## src/hdl/ddr_lane_pkg.sv

```systemverilog
package ddr_lane_pkg;

   // ==========================================================
   // Phase slots: each system clock cycle is cut into quarters
   localparam int SLOTS              = 4;
   localparam int SLOT_DEG           = 360 / SLOTS;
   localparam int WR_DQ_PHASE_DEG    = -90;
   localparam int WR_DQ_LEAD_SLOTS   = -WR_DQ_PHASE_DEG / SLOT_DEG;
   localparam int RD_DQS_DELAY_DEG   = 90;
   localparam int RD_DQS_DELAY_SLOTS = RD_DQS_DELAY_DEG / SLOT_DEG;

   // ==========================================================
   // Strobe shape and pin idle values
   localparam logic [SLOTS-1:0] WR_DQS_PATTERN = 4'h3;
   localparam logic             DM_N_IDLE      = 1'h1;
   localparam logic             OE_N_RELEASED  = 1'h1;

   // ==========================================================
   // Lane organisation
   localparam int BYTE_W      = 8;
   localparam int ECC_BITS    = 8;
   localparam int DATA_W_DEF  = 64;
   localparam int DEV_W_DEF   = 8;

   // ==========================================================
   // Mask line usage
   typedef enum logic [1:0] {
      MASK_NONE,
      MASK_DDR3_DM,
      MASK_DDR4_DM,
      MASK_DDR4_DBI
   } mask_mode_t;

endpackage

```

## src/hdl/lane_cap_if.sv

```systemverilog
`timescale 1ns/1ns
interface lane_cap_if #(parameter int LW = 10) ();
   import ddr_lane_pkg::*;

   logic                     rd_en;
   logic [SLOTS-1:0]         dqs_slots;
   logic [SLOTS-1:0][LW-1:0] dq_slots;
   logic [LW-1:0]            rise_beat;
   logic [LW-1:0]            fall_beat;
   logic                     beat_valid;

   modport core (output rd_en, dqs_slots, dq_slots, input rise_beat, fall_beat, beat_valid);
   modport lane (input rd_en, dqs_slots, dq_slots, output rise_beat, fall_beat, beat_valid);
endinterface

```

## src/hdl/write_byte_code.sv

```systemverilog
`timescale 1ns/1ns
module write_byte_code
   import ddr_lane_pkg::*;
#(
   parameter int BW = BYTE_W
)
(
   input  wire mask_mode_t   mode,
   input  wire logic [BW-1:0] data_in,
   input  wire logic          byte_en,
   output logic      [BW-1:0] code_out,
   output logic               mask_out,
   input  wire logic [BW-1:0] rd_in,
   input  wire logic          rd_dbi_n,
   output logic      [BW-1:0] rd_out
);
   localparam int ZW = $clog2(BW + 1);

   if (BW < 2) begin : g_bad_width
      $error("write_byte_code: byte width too small");
   end

   logic [ZW-1:0] zeros;
   logic          invert;

   // Per-byte write coding and read restore
   always_comb begin
      zeros = '0;
      for (int i = 0; i < BW; i++) begin
         zeros = zeros + ZW'(!data_in[i]);
      end
      invert   = (mode == MASK_DDR4_DBI) && (zeros > ZW'(BW / 2));
      code_out = invert ? ~data_in : data_in;
      unique case (mode)
         MASK_NONE:     mask_out = DM_N_IDLE;
         MASK_DDR3_DM:  mask_out = ~byte_en;
         MASK_DDR4_DM:  mask_out = byte_en;
         MASK_DDR4_DBI: mask_out = ~invert;
      endcase
      rd_out = ((mode == MASK_DDR4_DBI) && !rd_dbi_n) ? ~rd_in : rd_in;
   end
endmodule

```

## src/hdl/lane_capture.sv

```systemverilog
`timescale 1ns/1ns
module lane_capture
   import ddr_lane_pkg::*;
#(
   parameter int LW = 10
)
(
   input  wire logic clock,
   input  wire logic reset,
   lane_cap_if.lane  cap
);
   localparam int D = RD_DQS_DELAY_SLOTS;

   if (D < 1 || D >= SLOTS) begin : g_bad_delay
      $error("lane_capture: strobe delay must be 1 to 3 slots");
   end

   logic [SLOTS-1:0]   prev_dqs_r;
   logic [SLOTS-1:0]   prev_dqs_nxt;
   logic [LW-1:0]      rise_r;
   logic [LW-1:0]      rise_nxt;
   logic [LW-1:0]      fall_r;
   logic [LW-1:0]      fall_nxt;
   logic               got_rise_r;
   logic               got_rise_nxt;
   logic               valid_r;
   logic               valid_nxt;
   logic [2*SLOTS-1:0] hist;

   // Delay own strobe by D slots, capture data at delayed edges
   always_comb begin
      hist         = {cap.dqs_slots, prev_dqs_r};
      prev_dqs_nxt = cap.rd_en ? cap.dqs_slots : '0;
      rise_nxt     = rise_r;
      fall_nxt     = fall_r;
      got_rise_nxt = got_rise_r;
      valid_nxt    = 1'b0;
      if (!cap.rd_en) begin
         got_rise_nxt = 1'b0;
      end else begin
         for (int k = 0; k < SLOTS; k++) begin
            if (hist[k+SLOTS-D] && !hist[k+SLOTS-D-1]) begin
               rise_nxt     = cap.dq_slots[k];
               got_rise_nxt = 1'b1;
            end
            if (!hist[k+SLOTS-D] && hist[k+SLOTS-D-1] && got_rise_nxt) begin
               fall_nxt     = cap.dq_slots[k];
               valid_nxt    = 1'b1;
               got_rise_nxt = 1'b0;
            end
         end
      end
   end

   // Capture registers
   always_ff @(posedge clock) begin
      if (reset) begin
         prev_dqs_r <= '0;
         rise_r     <= '0;
         fall_r     <= '0;
         got_rise_r <= 1'b0;
         valid_r    <= 1'b0;
      end else begin
         prev_dqs_r <= prev_dqs_nxt;
         rise_r     <= rise_nxt;
         fall_r     <= fall_nxt;
         got_rise_r <= got_rise_nxt;
         valid_r    <= valid_nxt;
      end
   end

   assign cap.rise_beat  = rise_r;
   assign cap.fall_beat  = fall_r;
   assign cap.beat_valid = valid_r;

   // Burst-shaped strobe yields centred beats from slots 1 and 3
   a_read_center: assert property (@(posedge clock) disable iff (reset)
      (cap.rd_en && $past(cap.rd_en) && cap.dqs_slots == 4'h3 && !$past(cap.dqs_slots[3])
       && !got_rise_r)
      |=> (valid_r && rise_r == $past(cap.dq_slots[1]) && fall_r == $past(cap.dq_slots[3])))
      else $error("read beat not captured at delayed strobe edges");
endmodule

```

## src/hdl/ddr_data_strobe_mask_path.sv

```systemverilog
`timescale 1ns/1ns
// Contract
// - Reads arrive edge-aligned to strobe; writes leave data centred in strobe.
// - Write data launches ninety degrees ahead of the strobe.
// - Read strobe is delayed ninety degrees before capturing data.
// - Write strobe rises with the system clock rising edge.
// - Mask lines use the same shifted double-rate launch as data.
// - DDR3 mask low writes the byte, high suppresses it.
// - DDR4 mask line is active low, shared with inversion; one function only.
// - Inversion line low means data inverted, both directions; receiver restores.
// - Groups of four or eight lanes; sixteen-wide devices use two byte groups.
// - Every group launches with its own strobe pair and captures with its own true strobe only.
// - Optional eight check bits beside 64 data bits form one group.
// - DDR3 mask rides a spare lane of its group; DDR4 line needs none.
module ddr_data_strobe_mask_path
   import ddr_lane_pkg::*;
#(
   parameter  int DEV_WIDTH  = DEV_W_DEF,
   parameter  int DATA_WIDTH = DATA_W_DEF,
   parameter  bit ECC_EN     = 1'b1,
   localparam int GW         = (DEV_WIDTH == 4) ? 4 : BYTE_W,
   localparam int TOTAL_W    = DATA_WIDTH + (ECC_EN ? ECC_BITS : 0),
   localparam int GROUPS     = TOTAL_W / GW,
   localparam int BYTES      = TOTAL_W / BYTE_W
)
(
   input  wire logic                                clock,
   input  wire logic                                reset,
   input  wire logic                                cfg_ddr4,
   input  wire logic                                cfg_dm_en,
   input  wire logic                                cfg_dbi_en,
   output logic                                     cfg_error,
   input  wire logic                                wr_valid,
   input  wire logic [1:0][TOTAL_W-1:0]             wr_data,
   input  wire logic [1:0][BYTES-1:0]               wr_byte_en,
   input  wire logic                                rd_en,
   output logic      [1:0][TOTAL_W-1:0]             rd_data,
   output logic      [GROUPS-1:0]                   rd_valid,
   output logic      [GROUPS-1:0][SLOTS-1:0][GW:0]  dq_o,
   output logic      [GROUPS-1:0]                   dq_oe_n,
   input  wire logic [GROUPS-1:0][SLOTS-1:0][GW:0]  dq_i,
   output logic      [GROUPS-1:0][SLOTS-1:0]        dqs_o,
   output logic      [GROUPS-1:0][SLOTS-1:0]        dqs_n_o,
   output logic      [GROUPS-1:0]                   dqs_oe_n,
   input  wire logic [GROUPS-1:0][SLOTS-1:0]        dqs_i,
   output logic      [GROUPS-1:0][SLOTS-1:0]        dm_dbi_o,
   output logic      [GROUPS-1:0]                   dm_dbi_oe_n,
   input  wire logic [GROUPS-1:0][SLOTS-1:0]        dm_dbi_i
);
   localparam int LW    = GW + 2;
   localparam int SPARE = GW;
   localparam int MASKL = GW + 1;

   // ==========================================================
   // Elaboration checks
   if (DEV_WIDTH != 4 && DEV_WIDTH != 8 && DEV_WIDTH != 16) begin : g_bad_dev
      $error("device width must be 4, 8 or 16");
   end
   if (DATA_WIDTH < BYTE_W || DATA_WIDTH % BYTE_W != 0) begin : g_bad_data
      $error("data width must be whole bytes");
   end
   if (ECC_EN && GW != BYTE_W) begin : g_bad_ecc
      $error("check bits need one eight-lane group");
   end
   if (WR_DQ_LEAD_SLOTS != 1) begin : g_bad_lead
      $error("write lead must be one slot");
   end

   // ==========================================================
   // Mode selection
   mask_mode_t mode_r;
   mask_mode_t mode_nxt;
   logic       cfg_error_r;
   logic       cfg_error_nxt;

   // Only one mask line function may be live at a time
   always_comb begin
      mode_nxt = MASK_NONE;
      if (GW == BYTE_W) begin
         if (!cfg_ddr4 && cfg_dm_en) begin
            mode_nxt = MASK_DDR3_DM;
         end else if (cfg_ddr4 && cfg_dm_en && !cfg_dbi_en) begin
            mode_nxt = MASK_DDR4_DM;
         end else if (cfg_ddr4 && cfg_dbi_en && !cfg_dm_en) begin
            mode_nxt = MASK_DDR4_DBI;
         end
      end
      cfg_error_nxt = (cfg_ddr4 && cfg_dm_en && cfg_dbi_en)
                    || (!cfg_ddr4 && cfg_dbi_en)
                    || ((GW != BYTE_W) && (cfg_dm_en || cfg_dbi_en));
   end

   always_ff @(posedge clock) begin
      if (reset) begin
         mode_r      <= MASK_NONE;
         cfg_error_r <= 1'b0;
      end else begin
         mode_r      <= mode_nxt;
         cfg_error_r <= cfg_error_nxt;
      end
   end

   assign cfg_error = cfg_error_r;

   // ==========================================================
   // Per-byte coding
   logic [1:0][TOTAL_W-1:0] enc;
   logic [1:0][BYTES-1:0]   enc_mask;
   wire  [1:0][TOTAL_W-1:0] rd_raw;
   wire  [1:0][BYTES-1:0]   rd_dbi_raw;
   logic [1:0][TOTAL_W-1:0] rd_dec;
   wire  [GROUPS-1:0]       grp_valid;

   for (genvar e = 0; e < 2; e++) begin : g_beat
      for (genvar b = 0; b < BYTES; b++) begin : g_byte
         write_byte_code #(.BW(BYTE_W)) u_code (
            .mode     (mode_r),
            .data_in  (wr_data[e][b*BYTE_W +: BYTE_W]),
            .byte_en  (wr_byte_en[e][b]),
            .code_out (enc[e][b*BYTE_W +: BYTE_W]),
            .mask_out (enc_mask[e][b]),
            .rd_in    (rd_raw[e][b*BYTE_W +: BYTE_W]),
            .rd_dbi_n (rd_dbi_raw[e][b]),
            .rd_out   (rd_dec[e][b*BYTE_W +: BYTE_W])
         );
      end
   end

   // ==========================================================
   // Read capture, one lane per strobe group
   for (genvar g = 0; g < GROUPS; g++) begin : g_lane
      lane_cap_if #(.LW(LW)) cap ();

      // Own strobe, data lanes, spare lane and mask line of group g only
      assign cap.rd_en     = rd_en;
      assign cap.dqs_slots = dqs_i[g];
      for (genvar k = 0; k < SLOTS; k++) begin : g_slot
         assign cap.dq_slots[k] = {dm_dbi_i[g][k], dq_i[g][k]};
      end

      lane_capture #(.LW(LW)) u_cap (
         .clock (clock),
         .reset (reset),
         .cap   (cap)
      );

      assign grp_valid[g]           = cap.beat_valid;
      assign rd_raw[0][g*GW +: GW]  = cap.rise_beat[GW-1:0];
      assign rd_raw[1][g*GW +: GW]  = cap.fall_beat[GW-1:0];
      if (GW == BYTE_W) begin : g_dbi
         assign rd_dbi_raw[0][g] = cap.rise_beat[MASKL];
         assign rd_dbi_raw[1][g] = cap.fall_beat[MASKL];
      end
   end

   if (GW != BYTE_W) begin : g_no_dbi
      assign rd_dbi_raw = '1;
   end

   // ==========================================================
   // Read result registers
   logic [1:0][TOTAL_W-1:0] rd_data_r;
   logic [1:0][TOTAL_W-1:0] rd_data_nxt;
   logic [GROUPS-1:0]       rd_valid_r;
   logic [GROUPS-1:0]       rd_valid_nxt;

   // Each group updates its slice when its own beat pair lands
   always_comb begin
      rd_data_nxt  = rd_data_r;
      rd_valid_nxt = grp_valid;
      for (int g = 0; g < GROUPS; g++) begin
         if (grp_valid[g]) begin
            rd_data_nxt[0][g*GW +: GW] = rd_dec[0][g*GW +: GW];
            rd_data_nxt[1][g*GW +: GW] = rd_dec[1][g*GW +: GW];
         end
      end
   end

   always_ff @(posedge clock) begin
      if (reset) begin
         rd_data_r  <= '0;
         rd_valid_r <= '0;
      end else begin
         rd_data_r  <= rd_data_nxt;
         rd_valid_r <= rd_valid_nxt;
      end
   end

   assign rd_data  = rd_data_r;
   assign rd_valid = rd_valid_r;

   // ==========================================================
   // Write launch
   logic [1:0][GROUPS-1:0][LW-1:0]      wbeat;
   logic [LW-1:0]                       idle_line;
   logic                                p_valid_r;
   logic                                p_valid_nxt;
   logic [1:0][GROUPS-1:0][LW-1:0]      p_beat_r;
   logic [1:0][GROUPS-1:0][LW-1:0]      p_beat_nxt;
   logic [GROUPS-1:0][SLOTS-1:0][GW:0]  dq_o_r;
   logic [GROUPS-1:0][SLOTS-1:0][GW:0]  dq_o_nxt;
   logic [GROUPS-1:0]                   dq_oe_n_r;
   logic [GROUPS-1:0]                   dq_oe_n_nxt;
   logic [GROUPS-1:0][SLOTS-1:0]        dqs_o_r;
   logic [GROUPS-1:0][SLOTS-1:0]        dqs_o_nxt;
   logic [GROUPS-1:0][SLOTS-1:0]        dqs_n_o_r;
   logic [GROUPS-1:0][SLOTS-1:0]        dqs_n_o_nxt;
   logic [GROUPS-1:0]                   dqs_oe_n_r;
   logic [GROUPS-1:0]                   dqs_oe_n_nxt;
   logic [GROUPS-1:0][SLOTS-1:0]        dm_o_r;
   logic [GROUPS-1:0][SLOTS-1:0]        dm_o_nxt;
   logic [GROUPS-1:0]                   dm_oe_n_r;
   logic [GROUPS-1:0]                   dm_oe_n_nxt;
   logic                                ddr4_line;
   logic [LW-1:0]                       line;

   // Bundle each beat per group: data, spare lane, mask line
   always_comb begin
      idle_line = {DM_N_IDLE, 1'b0, {GW{1'b0}}};
      ddr4_line = (mode_r == MASK_DDR4_DM) || (mode_r == MASK_DDR4_DBI);
      for (int e = 0; e < 2; e++) begin
         for (int g = 0; g < GROUPS; g++) begin
            wbeat[e][g][GW-1:0] = enc[e][g*GW +: GW];
            wbeat[e][g][SPARE]  = (mode_r == MASK_DDR3_DM) && enc_mask[e][g*GW/BYTE_W];
            wbeat[e][g][MASKL]  = ddr4_line ? enc_mask[e][g*GW/BYTE_W] : DM_N_IDLE;
         end
      end
   end

   // Slots 0..2 carry the held beats, slot 3 leads with the next beat0, else holds beat1
   always_comb begin
      p_valid_nxt = wr_valid;
      p_beat_nxt  = wbeat;
      line        = idle_line;
      for (int g = 0; g < GROUPS; g++) begin
         for (int k = 0; k < SLOTS; k++) begin
            if (k == SLOTS - 1) begin
               line = wr_valid  ? wbeat[0][g]    :
                      p_valid_r ? p_beat_r[1][g] : idle_line;
            end else if (k == 0) begin
               line = p_valid_r ? p_beat_r[0][g] : idle_line;
            end else begin
               line = p_valid_r ? p_beat_r[1][g] : idle_line;
            end
            dq_o_nxt[g][k] = line[GW:0];
            dm_o_nxt[g][k] = line[MASKL];
         end
         dqs_o_nxt[g]    = p_valid_r ? WR_DQS_PATTERN : '0;
         dqs_n_o_nxt[g]  = ~dqs_o_nxt[g];
         dq_oe_n_nxt[g]  = !(p_valid_r || wr_valid);
         dqs_oe_n_nxt[g] = !(p_valid_r || wr_valid);
         dm_oe_n_nxt[g]  = ddr4_line ? !(p_valid_r || wr_valid) : OE_N_RELEASED;
      end
   end

   always_ff @(posedge clock) begin
      if (reset) begin
         p_valid_r  <= 1'b0;
         p_beat_r   <= '0;
         dq_o_r     <= '0;
         dq_oe_n_r  <= {GROUPS{OE_N_RELEASED}};
         dqs_o_r    <= '0;
         dqs_n_o_r  <= '1;
         dqs_oe_n_r <= {GROUPS{OE_N_RELEASED}};
         dm_o_r     <= '1;
         dm_oe_n_r  <= {GROUPS{OE_N_RELEASED}};
      end else begin
         p_valid_r  <= p_valid_nxt;
         p_beat_r   <= p_beat_nxt;
         dq_o_r     <= dq_o_nxt;
         dq_oe_n_r  <= dq_oe_n_nxt;
         dqs_o_r    <= dqs_o_nxt;
         dqs_n_o_r  <= dqs_n_o_nxt;
         dqs_oe_n_r <= dqs_oe_n_nxt;
         dm_o_r     <= dm_o_nxt;
         dm_oe_n_r  <= dm_oe_n_nxt;
      end
   end

   assign dq_o        = dq_o_r;
   assign dq_oe_n     = dq_oe_n_r;
   assign dqs_o       = dqs_o_r;
   assign dqs_n_o     = dqs_n_o_r;
   assign dqs_oe_n    = dqs_oe_n_r;
   assign dm_dbi_o    = dm_o_r;
   assign dm_dbi_oe_n = dm_oe_n_r;

   // ==========================================================
   // Checks on launch timing, mode exclusion, mask coding and read restore
   a_dqs_pattern: assert property (@(posedge clock) disable iff (reset)
      wr_valid |-> ##2 (dqs_o_r[0] == WR_DQS_PATTERN && dqs_n_o_r[0] == ~WR_DQS_PATTERN))
      else $error("write strobe pattern missing two cycles after request");

   a_lead_beat: assert property (@(posedge clock) disable iff (reset)
      (wr_valid && mode_r == MASK_NONE)
      |=> dq_o_r[0][SLOTS-1][GW-1:0] == $past(wr_data[0][GW-1:0]))
      else $error("first beat not launched one slot ahead");

   a_center_hold: assert property (@(posedge clock) disable iff (reset)
      (wr_valid && mode_r == MASK_NONE)
      |-> ##2 (dq_o_r[0][1] == dq_o_r[0][2]
               && dq_o_r[0][1][GW-1:0] == $past(wr_data[1][GW-1:0], 2)))
      else $error("second beat not centred on falling strobe");

   a_beat_repeat: assert property (@(posedge clock) disable iff (reset)
      wr_valid |=> ##1 (dq_o_r[0][0] == $past(dq_o_r[0][SLOTS-1])))
      else $error("first beat not held across the rising strobe");

   a_drive_window: assert property (@(posedge clock) disable iff (reset)
      wr_valid |=> (!dq_oe_n_r[0] && !dqs_oe_n_r[0]) [*2])
      else $error("data or strobe not driven during write");

   a_release_idle: assert property (@(posedge clock) disable iff (reset)
      (!wr_valid && !p_valid_r) |=> (dq_oe_n_r == '1 && dqs_oe_n_r == '1))
      else $error("pins still driven with no write");

   a_mode_excl: assert property (@(posedge clock) disable iff (reset)
      (cfg_ddr4 && cfg_dm_en && cfg_dbi_en) |=> (cfg_error_r && mode_r == MASK_NONE))
      else $error("mask and inversion enabled together");

   if (GW == BYTE_W) begin : g_mask_checks
      a_ddr3_mask: assert property (@(posedge clock) disable iff (reset)
         (wr_valid && mode_r == MASK_DDR3_DM)
         |=> (dq_o_r[0][SLOTS-1][SPARE] == !$past(wr_byte_en[0][0]) && dm_oe_n_r[0]))
         else $error("DDR3 mask wrong on spare lane");

      a_ddr4_mask: assert property (@(posedge clock) disable iff (reset)
         (wr_valid && mode_r == MASK_DDR4_DM)
         |=> (dm_o_r[0][SLOTS-1] == $past(wr_byte_en[0][0]) && !dm_oe_n_r[0]))
         else $error("DDR4 mask not active low with data timing");

      a_dbi_invert: assert property (@(posedge clock) disable iff (reset)
         (wr_valid && mode_r == MASK_DDR4_DBI && wr_data[0][BYTE_W-1:0] == 8'h00)
         |=> (!dm_o_r[0][SLOTS-1] && dq_o_r[0][SLOTS-1][BYTE_W-1:0] == 8'hff))
         else $error("all-zero byte not sent inverted");

      a_dbi_restore: assert property (@(posedge clock) disable iff (reset)
         (grp_valid[0] && mode_r == MASK_DDR4_DBI && !rd_dbi_raw[0][0])
         |=> rd_data_r[0][BYTE_W-1:0] == ~$past(rd_raw[0][BYTE_W-1:0]))
         else $error("inverted read byte not restored");
   end
endmodule

```

## config.mk

```make
export PLATFORM = sky130hd
export DESIGN_NAME = ddr_data_strobe_mask_path
export DESIGN_NICKNAME = d
export VERILOG_FILES = /design/src/hdl/ddr_lane_pkg.sv /design/src/hdl/lane_cap_if.sv /design/src/hdl/write_byte_code.sv /design/src/hdl/lane_capture.sv /design/src/hdl/ddr_data_strobe_mask_path.sv
export SDC_FILE = /design/constraint.sdc
export NUM_CORES = 2
export LEC_CHECK = 0
export BUFFER_PORTS_ARGS = -buffer_cell sky130_fd_sc_hd__buf_2
export CAP_MARGIN = 20
export CORE_AREA = 2 2 455 457
export DETAILED_ROUTE_END_ITERATION = 16
export DIE_AREA = 0 0 457 459
export GPL_ROUTABILITY_DRIVEN = 0
export GPL_TIMING_DRIVEN = 0
export SLEW_MARGIN = 20
export SYNTH_ARGS = -nofsm -noshare
export SYNTH_HDL_FRONTEND = slang
export SYNTH_SLANG_ARGS = --single-unit
```

## constraint.sdc

```tcl
create_clock -name clock -period 10 [get_ports clock]
set_input_delay 2 -clock clock [delete_from_list [all_inputs] [get_ports clock]]
set_output_delay 2 -clock clock [all_outputs]
set_load 0.02 [all_outputs]
```

-- Yosys cells after proc, flatten, opt, wreduce, memory -nomap -nowiden
Cells that the tools add are included.
- bits in registers: 860
- input bits: 565
- word-level logic and storage cells: 1091
- output and inout bits: 613
- muxes and demuxes: 302
- reduce and logical (&&, ||, !) cells: 432
- bitwise operators: 75
- add/subtract/negate cells: 126
- $lt $le $gt $ge: 18
- equality and inequality tests: 3
- operator list (kind ; number):
    $mux W10 ; 90
    $add A4 B1 Y4 ; 108
    $mux W8 ; 36
    $not A8 Y8 ; 36
    $logic_not A1 Y1 ; 211
    $logic_and A1 B1 Y1 ; 169
    $mux W1 ; 155
    $gt A4 B3 Y1 const B ; 18
    $pmux W1 S4 ; 18
    $reduce_bool A4 Y1 ; 18
    $not A1 Y1 ; 38
    $add A1 B1 Y2 ; 18
    $reduce_and A2 Y1 ; 18
    $reduce_or A3 Y1 ; 9
    $mux W2 ; 3
    $reduce_or A2 Y1 ; 3
    $eq A2 B2 Y1 const B ; 2
    $not A2 Y4 ; 1
    $logic_or A1 B1 Y1 ; 3
    $eq A2 B1 Y1 const B ; 1
    $logic_not A2 Y1 ; 1

-- Depth between registers and ports, before layout
- word-level depth: 19
- gate-level depth with buffers: 11

-- Modules after synthesis
From an unflattened synthesis, not the netlist that was laid out.
- cell total of the unflattened synthesis: 4521
- area total of the unflattened synthesis: 42655.9 µm²
- by module, submodules not included (module ; area an instance (µm²) ; instances ; cells each ; sequential area each (µm²)):
    ddr_data_strobe_mask_path ; 20160.6 ; 1 ; 1771 ; 12231.7
    lane_capture ; 1765.4 ; 9 ; 222 ; 480.5
    write_byte_code (g_beat[0].g_byte[4].u_code ...) ; 367.9 ; 14 ; 42 ; 0.0
    write_byte_code (g_beat[0].g_byte[0].u_code ...) ; 364.1 ; 4 ; 41 ; 0.0

-- Least setup slack after synthesis
Ideal clock, no wire load.
- path kind: input to register
- start point: in wr_data[16] in the netlist's numbering
- end point: reg dm_o_r (netlist bit dm_dbi_o[11])
- data arrival time: 5131 ps
- data required time: 9924 ps
- stages: 11
- slack: 4793 ps
- cell sequence: inv_1 ha_1 fa_1 fa_1 fa_1 fa_1 o21bai_1 a21boi_0 o21ai_2 o21ai_0 o22ai_1
- longest elaborated chain between the ends: 14
- RTL lines (item ; RTL line ; source):
    start: declaration ; ddr_data_strobe_mask_path.sv:34 ; input wire logic [1:0][TOTAL_W-1:0] wr_data,
    $logic_not A1 Y1 ; write_byte_code.sv:30 ; zeros = zeros + ZW'(!data_in[i]);
    $add A1 B1 Y2 ; write_byte_code.sv:30 ;
    $add A4 B1 Y4 (6 in a row) ; write_byte_code.sv:30 ;
    $gt A4 B3 Y1 ; write_byte_code.sv:32 ; invert = (mode == MASK_DDR4_DBI) && (zeros > ZW'(BW / 2));
    $logic_and A1 B1 Y1 ; write_byte_code.sv:32 ;
    $not A1 Y1 ; write_byte_code.sv:38 ; MASK_DDR4_DBI: mask_out = ~invert;
    $pmux W1 S4 ; write_byte_code.sv:34 ; unique case (mode)
    $mux W1 ; ddr_data_strobe_mask_path.sv:225 ; wbeat[e][g][MASKL] = ddr4_line ? enc_mask[e][g*GW/BYTE_W] : DM_N_IDLE;
    $mux W10 ; ddr_data_strobe_mask_path.sv:238 ; line = wr_valid ? wbeat[0][g] :
    end signal: assignment ; ddr_data_strobe_mask_path.sv:275 ; dm_o_r <= dm_o_nxt;
    end: declaration ; ddr_data_strobe_mask_path.sv:210 ; logic [GROUPS-1:0][SLOTS-1:0] dm_o_r;
No other way between the ends.
A chain may end at the register's enable or synchronous reset.

-- Worst setup path after layout
- start point: in wr_data[56] in the netlist's numbering
- end point: reg dq_o_r (netlist bit dq_o[284])
- longest elaborated chain between the ends: 12
- RTL lines (item ; RTL line ; source):
    $logic_not A1 Y1 ; write_byte_code.sv:30 ;
    $add A1 B1 Y2 ; write_byte_code.sv:30 ;
    $add A4 B1 Y4 (6 in a row) ; write_byte_code.sv:30 ;
    $gt A4 B3 Y1 ; write_byte_code.sv:32 ;
    $logic_and A1 B1 Y1 ; write_byte_code.sv:32 ;
    $mux W8 ; write_byte_code.sv:33 ; code_out = invert ? ~data_in : data_in;
    $mux W10 ; ddr_data_strobe_mask_path.sv:238 ;
    end signal: assignment ; ddr_data_strobe_mask_path.sv:270 ; dq_o_r <= dq_o_nxt;
    end: declaration ; ddr_data_strobe_mask_path.sv:200 ; logic [GROUPS-1:0][SLOTS-1:0][GW:0] dq_o_r;
No other way between the ends.

==> results by group <==
Critical path
  – CP required: 10.53 ns
  – Largest delay contributor family on the critical path: adder cells
  – Critical path type: in -> reg
  – CP Max Fanout: 9
  – Worst path max stage delay: 0.66 ns
  – Element type at the critical path end: flop
  – Crit path launch type: primary input
  – Most used cell, CP: fa_1
  – Worst EP arrival: 6.29 ns
  – Crit path max-delay cell type: o21ai_2
  – CP Buf/Inv Count: 2
  – Cells along the critical path: buf_2 -> inv_1 -> ha_1 -> fa_1 -> fa_1 -> fa_1 -> fa_1 -> o21bai_1 -> a21boi_0 -> o21ai_2 -> xnor2_1 -> a2bb2oi_1

Timing
  – Slew @ Worst Pin: 1.11 ns
  – Max Freq: 174 MHz
  – Final setup vio count: 0
  – Final min period: 5.76 ns
  – Fin. max-slew vios: 0
  – Slew margin rel.: approximately 26%
  – Final hold violation count: 0
  – Sum Neg Setup Slack: 0 ns
  – Share of the clock period used by the worst path: a little under three fifths
  – Layout Skew: 0.0456 ns
  – RSZ-0062 raised after global routing: no

CTS
  – CTS tree: built
  – TritonCTS Buffers: 90
  – PostCTS Resize Cnt: 0
  – Worst-skew pair later-pin latency: about 0.74 ns
  – Root Driver: clkbuf_16
  – CTS Sinks: 809
  – CTS max path bufs: 3
  – Register clock-pin slew on the reported worst setup and hold paths: 0.06 ns
  – Post-CTS setup buffers: 0
  – H-tree levels: 3
  – Post-CTS Hold Fix Bufs: 0

Floorplan
  – Initial Util: 18.8%
  – Die Wd: 457 um
  – I/O Pins: 1178
  – Core area: 206000 sq um
  – Die height: 459 um
  – Row count: 167
  – Die area: 210000 sq um

Global route
  – Largest net degree at the start of global routing: 19
  – GRT Overall Usage: 17.9%
  – Number of global-route vias before repair: between 30000 and 40000
  – Total global routing overflow: 0
  – Initial antenna violation count: ~100
  – Global-route wire length before repair: 268000 um

Flow run
  – Maximum Capacitance Violations: 0

Synthesis
  – Register area share after synthesis: 41.9%
  – Post-synthesis cell count: about 4300
  – Main synth FF type: dfxtp_1
  – Syn Area/Cell: 8.99 sq um
  – Post-Syn Area: 38700 sq um
  – Library cells used by synthesis: 61
  – Yosys reg bits: around 810
  – Synthesis warning total: 0
  – EDFF count, synth: 0
  – Ys async rst share: 0%

Place
  – HPWL after DPL: 167000 um
  – Number of buffers added on ports: 1095
  – Placed cell count: 8146

Route
  – DR vias/cell: approximately 4.4
  – DRT Pass-1 Iters: 6
  – Final wirelength: 197000 um
  – Initial DRC count: 2710
  – # DRC: 0
  – Post-DRT Antenna Nets: 0
  – Via count: approximately 37000
  – Drt wl/cell: 23.6 um

Finish
  – Commonest cells after routing, fill and taps aside: 1183 x buf_2, 809 x dfxtp_1, 571 x nor2_1
  – P&R area growth vs syn: 32.3%
  – Final nets: 6225
  – Number of non-filler instances in the completed layout: 8352
  – Share of layout cells above drive strength 1: 28.6%
  – Commonest non-fill, non-tap cell in the layout: buf_2

Pwr
  – Peak supply drop: 0.128 mV
  – LEAKAGE: 22.0 nW
  – P per Cell Area: 168 nW/um^2

Worst hold path
  – Hold Path Class: reg -> reg

Run status
  – Status: finished clean
-- worst reg2reg max path, cell delays in order (launching register included) --
cell and delay, ns:
dfxtp_1 0.45, and2_1 0.16, buf_2 0.46, buf_2 0.73
buf_6 0.38, o21ai_2 0.31, xnor2_1 0.79, a2bb2oi_1 0.19
-- flip-flops by register name, indices dropped and copies added, names as in the netlist --
signal	cells
dqs_oe_n	1
g_lane.u_cap.cap.rise_beat	81
g_lane.u_cap.cap.beat_valid	9
p_beat_r	180
g_lane.u_cap.prev_dqs_r	18
dm_dbi_o	27
dq_o	243
rd_data	144
rd_valid	9
g_lane.u_cap.cap.fall_beat	81
g_lane.u_cap.got_rise_r	9
cfg_error	1
dqs_o	1
mode_r	2
dm_dbi_oe_n	1
p_valid_r	1
dqs_n_o	1
-- through the flow --
stage / hold WS (ns) / cell area, sq um / worst slack (ns) / power [mW] / util [%]
2_1_floorplan: 0.386 / 38800 / 4.79 / 4.53 / -
3_3_place_gp: 0.403 / 47700 / 2.65 / 5.16 / 23.2
4_1_cts: 0.403 / 51100 / 4.26 / 8.70 / 24.8
3_5_place_dp: 0.402 / 47900 / 3.43 / 5.21 / 23.3
5_1_grt: 0.424 / 51100 / 4.18 / 8.99 / 24.9
6_report: 0.409 / 51200 / 4.24 / 8.61 / 24.9
-- power breakdown --
group	internal, mW	switching, mW
Combinational	0.608	1.03
Sequential	3.41	0.0988
Clock	1.96	1.51
-- layout make-up --
class | count | area (sq um)
fillers | 22318 | 154000
multi-input cells | 2853 | 19200
flip-flops and latches | 809 | 16200
repair buffers | 1104 | 5700
well taps | 2704 | 3380
plain buffers | 512 | 2800
clock buffers | 118 | 2470
clock inverters | 47 | 652
inverters | 164 | 616
diodes | 41 | 103
-- Yosys cell counts, types with 88 or more instances --
cell type,count,area (sq um)
nor3_1,194,971
o21ai_0,187,936
xor2_1,144,1260
a211oi_1,373,2800
buf_4,189,1420
mux2i_1,135,1350
buf_2,88,440
inv_1,164,616
dfxtp_1,809,16200
a21oi_1,105,526
clkbuf_1,191,717
nor2_1,573,2150
and2_1,189,1180
xnor2_1,145,1270
-- path summary, 6_finish.rpt --
check / startpoint / end / slack [ns] / cells after the start
worst max register to register: mode_r[1]$_SDFF_PP0_ / dq_o[33]$_SDFF_PP0_ / 6.38 / 7
worst min register to register: p_beat_r[149]$_SDFF_PP0_ / dm_dbi_o[22]$_SDFF_PP1_ / 0.41 / 2
worst max-delay path: wr_data[56] / dq_o[284]$_SDFF_PP0_ / 4.24 / 12
worst min-delay path: p_beat_r[149]$_SDFF_PP0_ / dm_dbi_o[22]$_SDFF_PP1_ / 0.41 / 2
-- layer usage --
metal,vias to the layer above,share of wire (%),GRT usage (%)
li1,17125,-,-
met1,17264,35,18.1
met2,1971,50,32.3
met3,546,7.3,4.19
met4,24,8.1,12.9
met5,-,0.084,0
-- cell families (layout without fill, tap and decap cells) --
group | count (synthesis) | count (layout) | share of synthesized area, %
AO/OA/AOI/OAI | 963 | 963 | 17.6
XOR/XNOR | 289 | 289 | 6.54
adder cells (fa/ha/maj) | 126 | 126 | 5.47
buffers and inverters | 676 | 1945 | 8.78
flip-flops | 809 | 809 | 41.9
multiplexers | 138 | 138 | 3.58
other | 2 | 77 | 0.0194
AND/OR/NAND/NOR | 1301 | 1301 | 16.2
Power figures use the tool's default switching activity.
